[src/verilog/sd_matrix_pkg.sv]
package sd_matrix_pkg;

  // Number of host SD ports and card slots on each side of the crossbar.
  localparam int PORT_N = 2;
  localparam int SLOT_N = 2;

  // Host port and card slot indices.
  localparam int BOOT_PORT = 0;
  localparam int SEC_PORT = 1;
  localparam int LOWER_SLOT = 0;
  localparam int UPPER_SLOT = 1;

  // One SD bundle: clock, command and four data lines.
  localparam int LANE_W = 6;
  localparam int LANE_CLK = 0;
  localparam int LANE_CMD = 1;
  localparam int LANE_DAT_LSB = 2;
  localparam logic [5:0] LANE_IDLE = 6'h3F;
  localparam logic [5:0] LANE_ZERO = 6'h00;

  // Matrix control register: number and field positions.
  localparam logic [7:0] CTRL_REG_NUMBER = 8'h34;
  localparam int CTRL_W = 4;
  localparam int BIT_BOOT_EN = 0;
  localparam int BIT_SEC_EN = 1;
  localparam int BIT_BOOT_DEFAULT = 2;
  localparam int BIT_BOOT_UPPER = 3;

  // Power-up routing: boot port on the lower slot, secondary port open.
  localparam logic [3:0] CTRL_RESET = 4'h1;

  // Rates: the routed paths are combinational up to the host limit.
  localparam int CLOCK_HZ = 25000000;
  localparam int SD_MAX_RATE_HZ = 50000000;

endpackage : sd_matrix_pkg

[src/verilog/sd_pin_sync.sv]
`timescale 1ns/1ps
module sd_pin_sync #(
  parameter logic RESET_LEVEL = 1'b1
) (
  input wire logic clock_in,
  input wire logic rst_n_in,
  input wire logic clk_en_in,
  input wire logic pin_in,
  output logic level_out
);

  logic ff1_reg;
  logic ff2_reg;
  logic ff3_reg;
  logic level_reg;
  logic level_next;

  // The level follows only once the second and third stages agree.
  always_comb
  begin
    level_next = level_reg;
    if (ff2_reg == ff3_reg)
    begin
      level_next = ff3_reg;
    end
  end

  // Three-stage chain; the first stage feeds only the second.
  always_ff @(posedge clock_in)
  begin
    if (!rst_n_in)
    begin
      ff1_reg <= RESET_LEVEL;
      ff2_reg <= RESET_LEVEL;
      ff3_reg <= RESET_LEVEL;
      level_reg <= RESET_LEVEL;
    end
    else if (clk_en_in)
    begin
      ff1_reg <= pin_in;
      ff2_reg <= ff1_reg;
      ff3_reg <= ff2_reg;
      level_reg <= level_next;
    end
  end

  assign level_out = level_reg;

endmodule : sd_pin_sync

[src/verilog/sd_crossbar.sv]
`timescale 1ns/1ps
module sd_crossbar (
  input wire logic [1:0][1:0] link_in,
  input wire logic [1:0][5:0] host_drv_in,
  input wire logic [1:0][5:0] host_oe_n_in,
  output logic [1:0][5:0] host_rx_out,
  input wire logic [1:0][5:0] card_rx_in,
  output logic [1:0][5:0] card_drv_out,
  output logic [1:0][5:0] card_oe_n_out
);

  // Each index is both one card slot and one host port; link_in is [port][slot].
  for (genvar i = 0; i < sd_matrix_pkg::SLOT_N; i++)
  begin : g_lane
    // Slot side: pass the driving port through, release the lines when open.
    always_comb
    begin
      card_drv_out[i] = sd_matrix_pkg::LANE_ZERO;
      card_oe_n_out[i] = sd_matrix_pkg::LANE_IDLE;
      if (link_in[sd_matrix_pkg::BOOT_PORT][i])
      begin
        card_drv_out[i] = host_drv_in[sd_matrix_pkg::BOOT_PORT];
        card_oe_n_out[i] = host_oe_n_in[sd_matrix_pkg::BOOT_PORT];
      end
      else if (link_in[sd_matrix_pkg::SEC_PORT][i])
      begin
        card_drv_out[i] = host_drv_in[sd_matrix_pkg::SEC_PORT];
        card_oe_n_out[i] = host_oe_n_in[sd_matrix_pkg::SEC_PORT];
      end
    end

    // Port side: return the joined slot, or an idle-high bundle when open.
    always_comb
    begin
      host_rx_out[i] = sd_matrix_pkg::LANE_IDLE;
      if (link_in[i][sd_matrix_pkg::LOWER_SLOT])
      begin
        host_rx_out[i] = card_rx_in[sd_matrix_pkg::LOWER_SLOT];
      end
      else if (link_in[i][sd_matrix_pkg::UPPER_SLOT])
      begin
        host_rx_out[i] = card_rx_in[sd_matrix_pkg::UPPER_SLOT];
      end
    end
  end

endmodule : sd_crossbar

[src/verilog/sd_matrix_switch.sv]
// Function
// - Either slot may serve as boot card.
// - Two-by-two crossbar between host ports and slots.
// - Power-up: boot port on lower, secondary open.
// - Microcontroller reset keeps the present routing.
// - Boot port may be routed to upper slot.
// - Boot on lower: upper may join secondary.
// - Boot on upper: lower may join secondary.
// - Both host ports may be fully disconnected.
// - No card-usage check, no interlock.
// - Routed paths carry 50 MHz single-ended signalling.
// - Control lines set by control register writes.
// - One register holds four matrix settings.
`timescale 1ns/1ps
module sd_matrix_switch (
  input wire logic clock_in,
  input wire logic rst_n_in,
  input wire logic clk_en_in,
  input wire logic mcu_run_n_in,
  input wire logic ctrl_wr_in,
  input wire logic [3:0] ctrl_data_in,
  output logic [3:0] settings_out,
  output logic boot_connect_out,
  output logic second_port_connect_flag_out,
  output logic boot_default_out,
  output logic boot_upper_out,
  output logic mcu_in_reset_out,
  output logic write_ignored_out,
  output logic route_changed_out,
  input wire logic [5:0] primary_host_sd_port_drv_in,
  input wire logic [5:0] primary_host_sd_port_oe_n_in,
  output logic [5:0] primary_host_sd_port_rx_out,
  input wire logic [5:0] secondary_sd_port_drv_in,
  input wire logic [5:0] secondary_sd_port_oe_n_in,
  output logic [5:0] secondary_sd_port_rx_out,
  input wire logic [5:0] lower_card_slot_rx_in,
  output logic [5:0] lower_card_slot_drv_out,
  output logic [5:0] lower_card_slot_oe_n_out,
  input wire logic [5:0] upper_card_slot_rx_in,
  output logic [5:0] upper_card_slot_drv_out,
  output logic [5:0] upper_card_slot_oe_n_out
);

  logic mcu_run_sync;
  logic mcu_in_reset;
  logic write_accepted;
  logic [3:0] settings_reg;
  logic [3:0] settings_next;
  logic ignored_reg;
  logic ignored_next;
  logic changed_reg;
  logic changed_next;
  logic boot_on;
  logic sec_on;
  logic boot_upper;
  logic [1:0][1:0] link;
  logic [1:0][5:0] host_drv;
  logic [1:0][5:0] host_oe_n;
  logic [1:0][5:0] host_rx;
  logic [1:0][5:0] card_rx;
  logic [1:0][5:0] card_drv;
  logic [1:0][5:0] card_oe_n;

  // The microcontroller run pin comes from another domain; high means running.
  sd_pin_sync #(
    .RESET_LEVEL(1'b1)
  ) u_run_sync (
    .clock_in(clock_in),
    .rst_n_in(rst_n_in),
    .clk_en_in(clk_en_in),
    .pin_in(mcu_run_n_in),
    .level_out(mcu_run_sync)
  );

  // While the controller is in reset its lines may toggle, so writes are shut out.
  assign mcu_in_reset = ~mcu_run_sync;
  assign write_accepted = ctrl_wr_in & ~mcu_in_reset;

  // Next settings: a strobe marks a complete register write.
  // A write during a controller reset is dropped, so stray toggles cannot reroute the cards.
  always_comb
  begin
    settings_next = settings_reg;
    ignored_next = ignored_reg;
    changed_next = 1'b0;
    if (ctrl_wr_in)
    begin
      if (mcu_in_reset)
      begin
        ignored_next = 1'b1;
      end
      else
      begin
        settings_next = ctrl_data_in;
        ignored_next = 1'b0;
        changed_next = (ctrl_data_in != settings_reg);
      end
    end
  end

  // Settings register; reset stands for the power-up state, boot port on the lower slot.
  always_ff @(posedge clock_in)
  begin
    if (!rst_n_in)
    begin
      settings_reg <= sd_matrix_pkg::CTRL_RESET;
      ignored_reg <= 1'b0;
      changed_reg <= 1'b0;
    end
    else if (clk_en_in)
    begin
      settings_reg <= settings_next;
      ignored_reg <= ignored_next;
      changed_reg <= changed_next;
    end
  end

  // Field decode of three of the four settings held in the control register.
  assign boot_on = settings_reg[sd_matrix_pkg::BIT_BOOT_EN];
  assign sec_on = settings_reg[sd_matrix_pkg::BIT_SEC_EN];
  assign boot_upper = settings_reg[sd_matrix_pkg::BIT_BOOT_UPPER];

  // Connection matrix; the secondary port always takes the other slot.
  always_comb
  begin
    link = '0;
    link[sd_matrix_pkg::BOOT_PORT][sd_matrix_pkg::LOWER_SLOT] = boot_on & ~boot_upper;
    link[sd_matrix_pkg::BOOT_PORT][sd_matrix_pkg::UPPER_SLOT] = boot_on & boot_upper;
    link[sd_matrix_pkg::SEC_PORT][sd_matrix_pkg::UPPER_SLOT] = sec_on & ~boot_upper;
    link[sd_matrix_pkg::SEC_PORT][sd_matrix_pkg::LOWER_SLOT] = sec_on & boot_upper;
  end

  // Gather the port bundles into the crossbar's indexed form.
  assign host_drv[sd_matrix_pkg::BOOT_PORT] = primary_host_sd_port_drv_in;
  assign host_drv[sd_matrix_pkg::SEC_PORT] = secondary_sd_port_drv_in;
  assign host_oe_n[sd_matrix_pkg::BOOT_PORT] = primary_host_sd_port_oe_n_in;
  assign host_oe_n[sd_matrix_pkg::SEC_PORT] = secondary_sd_port_oe_n_in;
  assign card_rx[sd_matrix_pkg::LOWER_SLOT] = lower_card_slot_rx_in;
  assign card_rx[sd_matrix_pkg::UPPER_SLOT] = upper_card_slot_rx_in;

  // Signal paths stay combinational so no clock edge limits the 50 MHz rate.
  sd_crossbar u_crossbar (
    .link_in(link),
    .host_drv_in(host_drv),
    .host_oe_n_in(host_oe_n),
    .host_rx_out(host_rx),
    .card_rx_in(card_rx),
    .card_drv_out(card_drv),
    .card_oe_n_out(card_oe_n)
  );

  // Spread the crossbar results back onto the named pins.
  assign primary_host_sd_port_rx_out = host_rx[sd_matrix_pkg::BOOT_PORT];
  assign secondary_sd_port_rx_out = host_rx[sd_matrix_pkg::SEC_PORT];
  assign lower_card_slot_drv_out = card_drv[sd_matrix_pkg::LOWER_SLOT];
  assign upper_card_slot_drv_out = card_drv[sd_matrix_pkg::UPPER_SLOT];
  assign lower_card_slot_oe_n_out = card_oe_n[sd_matrix_pkg::LOWER_SLOT];
  assign upper_card_slot_oe_n_out = card_oe_n[sd_matrix_pkg::UPPER_SLOT];

  // Status outputs, all taken from registers.
  assign settings_out = settings_reg;
  assign boot_connect_out = boot_on;
  assign second_port_connect_flag_out = sec_on;
  assign boot_default_out = settings_reg[sd_matrix_pkg::BIT_BOOT_DEFAULT];
  assign boot_upper_out = boot_upper;
  assign mcu_in_reset_out = mcu_in_reset;
  assign write_ignored_out = ignored_reg;
  assign route_changed_out = changed_reg;
endmodule : sd_matrix_switch

[config.mk]
export PLATFORM = sky130hd
export DESIGN_NAME = sd_matrix_switch
export DESIGN_NICKNAME = d
export VERILOG_FILES = /design/src/verilog/sd_matrix_pkg.sv /design/src/verilog/sd_pin_sync.sv /design/src/verilog/sd_crossbar.sv /design/src/verilog/sd_matrix_switch.sv
export SDC_FILE = /design/constraint.sdc
export NUM_CORES = 1
export LEC_CHECK = 0
export ABC_AREA = 1
export BUFFER_PORTS_ARGS = -buffer_cell sky130_fd_sc_hd__buf_2
export CAP_MARGIN = 20
export CORE_UTILIZATION = 36
export CTS_BUF_LIST = sky130_fd_sc_hd__clkbuf_16
export CTS_CLUSTER_DIAMETER = 40
export CTS_CLUSTER_SIZE = 28
export DETAILED_ROUTE_END_ITERATION = 8
export PLACE_DENSITY = 0.85
export RECOVER_POWER = 25
export SETUP_SLACK_MARGIN = 0.15
export SLEW_MARGIN = 5
export SYNTH_ARGS = -nofsm -noshare
export SYNTH_HDL_FRONTEND = slang
export SYNTH_HIERARCHICAL = 1
export SYNTH_SLANG_ARGS = --single-unit
[constraint.sdc]
create_clock -name clock_in -period 1.1 [get_ports clock_in]
set_clock_uncertainty 0.05 [all_clocks]
set_input_delay 0.165 -clock clock_in [delete_from_list [all_inputs] [get_ports clock_in]]
set_output_delay 0.165 -clock clock_in [all_outputs]
set_load 0.005 [all_outputs]
==> metrics.md <==
| Metric | Value |
|---|---|
| Clk_lat worst skew | `between 0.2 and 0.25 ns` |
| Sequential share of the synthesized area | `around 17%` |
| Critical path data required time | `between 0.8 and 0.9 ns` |
| Number of global-route vias before repair | `roughly 1400` |
| Number of remaining DRC errors | `0` |
| Final Slew Violations | `0` |
| Overflow after GRT | `0` |
| Synth unique cells | `17` |
| Met1 usage in global routing | `between 20% and 30%` |
| DRT iter0 DRCs | `88` |
| CP endpoint kind | `output pin` |
| Worst r2r src | `settings_out[1]` |
| Buffers on Ports | `91` |
| Largest net degree at the start of global routing | `19` |
| Setup_tns | `-11.56 ns` |
| Worst hold path type | `in -> reg` |
| Fin crit share | `129%` |
| I/O pin cnt | `92` |
| CTS clock-pin slew for the worst setup and hold paths | `~0.04 ns` |
| Hold WS | `about 0.083 ns` |
| Antenna violations before repair | `0` |
| Status | `finished with violations` |
| Final wirelength | `3.90 mm` |
| Critical path origin | `settings_out[1]` |
| Worst r2r dst | `route_changed_out` |
| Failing checks | `setup timing` |
| GR met3 Demand/Resource | `1.75%` |
| GRT Util Overall | `20.5%` |
| Routability Congestion | `~0.71` |
| Worst R2R Path Depth | `10` |
| Slew HR | `a little over four fifths` |
| DRT Pass-1 Iters | `4` |
| FF+latch count, synth | `10` |
| Most common cell after layout, fill and taps aside | `nand2_1` |
| Row count | `20` |
| RSZ-0062 raised after global routing | `yes` |
| Max-cap violations | `0` |
| Fmax | `between 700 and 800 MHz` |
| Nets | `390` |
| CTS tree | `yes` |
| DP Area | `0.00177 mm2` |
| CP Launch Type | `flop` |
| GR met2 Demand/Resource | `42.9%` |
| Pre-CTS WS | `-0.135 ns` |
| Total number of vias | `between 1500 and 2000` |
| Cell area power density | `between 800 and 900 mW/mm2` |
| Synth Area per Inst | `between 5 and 6 um2` |
| Worst Tran Pin Value | `between 0.2 and 0.25 ns` |
| CTS Root Cell | `clkbuf_16` |
| Wirelength per Cell | `approximately 10 um` |
| Worst Path Arrival | `around 1.2 ns` |
| Post-synthesis cell area | `between 0.001 and 0.0015 mm2` |
| Final worst setup slack | `-0.324 ns` |
| Clock sinks | `10` |
| Die height | `~59 um` |
| Fillers | `around 280` |
| Max reg flops | `4` |
| Antenna cells | `0` |
| Layout cells sized above 1 | `48.3%` |
| Post-route antenna net violation count | `0` |
| Final Cell Area | `0.00209 mm2` |
| DIE WIDTH | `59.3 um` |
| CTS H-tree depth | `1` |
| Initial Utilization | `38.3%` |
| Setup-failing EPs final | `between 40 and 50` |
| Drt via density | `about 4.4` |
| CTS Buf Count | `3` |
| Area growth, synth to finish | `77.5%` |
| CP endpoint | `upper_card_slot_oe_n_out[5]` |
| Clk buf depth | `2` |
| GR peak layer | `met2` |
| First-pass GRT wire length | `5.72 mm` |
| Hold Violations, Final | `0` |
| Crit path kind | `reg -> out` |
| Min cycle time layout | `about 1.4 ns` |
| CORE AREA | `approximately 0.003 mm2` |
| Detailed Place HPWL | `2.72 mm` |
| Die area | `~0.0035 mm2` |
| Worst vdd ir | `828 uV` |
| Register-to-register setup slack | `-0.16 ns` |
| Synthesized net count | `280` |
| Critical Path Fanout Max | `6` |
| Leak pwr | `around 1.3 nW` |
| Cell count after synthesis | `~240` |
| YS warnings | `6` |
| Final Util | `between 60% and 70%` |
| Highest-count cells in the layout ignoring fill and taps | `130 x nand2_1, 87 x buf_2, 25 x inv_1, 17 x nand2_2, 17 x buf_6` |
-- per-layer routing --
metal,vias up,wire length [um]
met1,748,1600
met4,0,18
met3,2,253
li1,907,-
met2,68,2020
met5,-,0
-- synthesized netlist by cell type --
master	count	area, um2
nand2_1	145	544
inv_1	30	113
nand3_1	14	70.1
dfxtp_1	10	200
buf_4	8	60.1
buf_6	6	67.6
a21oi_1	5	25.0
nor2_1	4	15.0
o21ai_0	4	20.0
nand2_2	2	12.5
a211oi_1	1	7.51
clkinv_1	1	3.75
inv_2	1	3.75
inv_6	1	8.76
nand3_2	1	10.0
nor2_4	1	11.3
o211ai_1	1	7.51
-- critical path: stages, from the launching register on --
cell	delay (ns)
dfxtp_4	0.36
inv_4	0.04
nor2_4	0.15
buf_6	0.15
nand2_1	0.06
nand2_1	0.06
nand2_1	0.04
buf_2	0.12
-- power breakdown --
part / internal, mW / total (mW) / switching [mW]
combinational: 0.405 / 0.819 / 0.414
clock: 0.477 / 0.648 / 0.171
sequential: 0.388 / 0.408 / 0.0201
total: 1.27 / 1.87 / 0.605
-- per-stage QoR --
| step | power [mW] | instances |
|---|---|---|
| after floorplan | 0.790 | 235 |
| after global placement | 1.10 | 373 |
| after detailed placement | 1.11 | 373 |
| after CTS | 1.83 | 383 |
| after global routing | 1.98 | 388 |
| final | 1.87 | 388 |
-- final cells by class --
type | instances | area [um2] | share of cell area (%)
sequential | 10 | 211 | 10.1
clock inverter | 1 | 3.75 | 0.179
clock buffer | 3 | 75.1 | 3.58
multi-input combinational | 179 | 831 | 39.7
inverter | 33 | 136 | 6.51
timing repair buffer | 118 | 782 | 37.3
tap | 44 | 55.1 | 2.63
-- cells by family after synthesis --
logic type	count (synthesis)	share of synthesized area (%)
AND/OR/NAND/NOR	167	56.2
buffers and inverters	47	21.7
AO/OA/AOI/OAI	11	5.09
flip-flops	10	17.0
-- what timing repair did --
item,CTS,global route
gates cloned,2,0
endpoints found under the hold margin,0,0
gates resized for setup,31,21
pin swaps,16,14
hold buffers,0,0
setup endpoints to repair,49,49
buffers inserted,4,5
-- worst min-delay path by stage --
stage | start | endpoint | cells past startpoint
2_1_floorplan | rst_n_in | u_run_sync/level_out | 1
3_3_place_gp | mcu_run_n_in | u_run_sync/ff1_reg | 3
3_5_place_dp | mcu_run_n_in | u_run_sync/ff1_reg | 3
4_1_cts | mcu_run_n_in | u_run_sync/ff1_reg | 3
5_1_grt | mcu_run_n_in | u_run_sync/ff1_reg | 3
6_report | mcu_run_n_in | u_run_sync/ff1_reg | 3
Note: power is estimated with default switching activity, not from simulation.
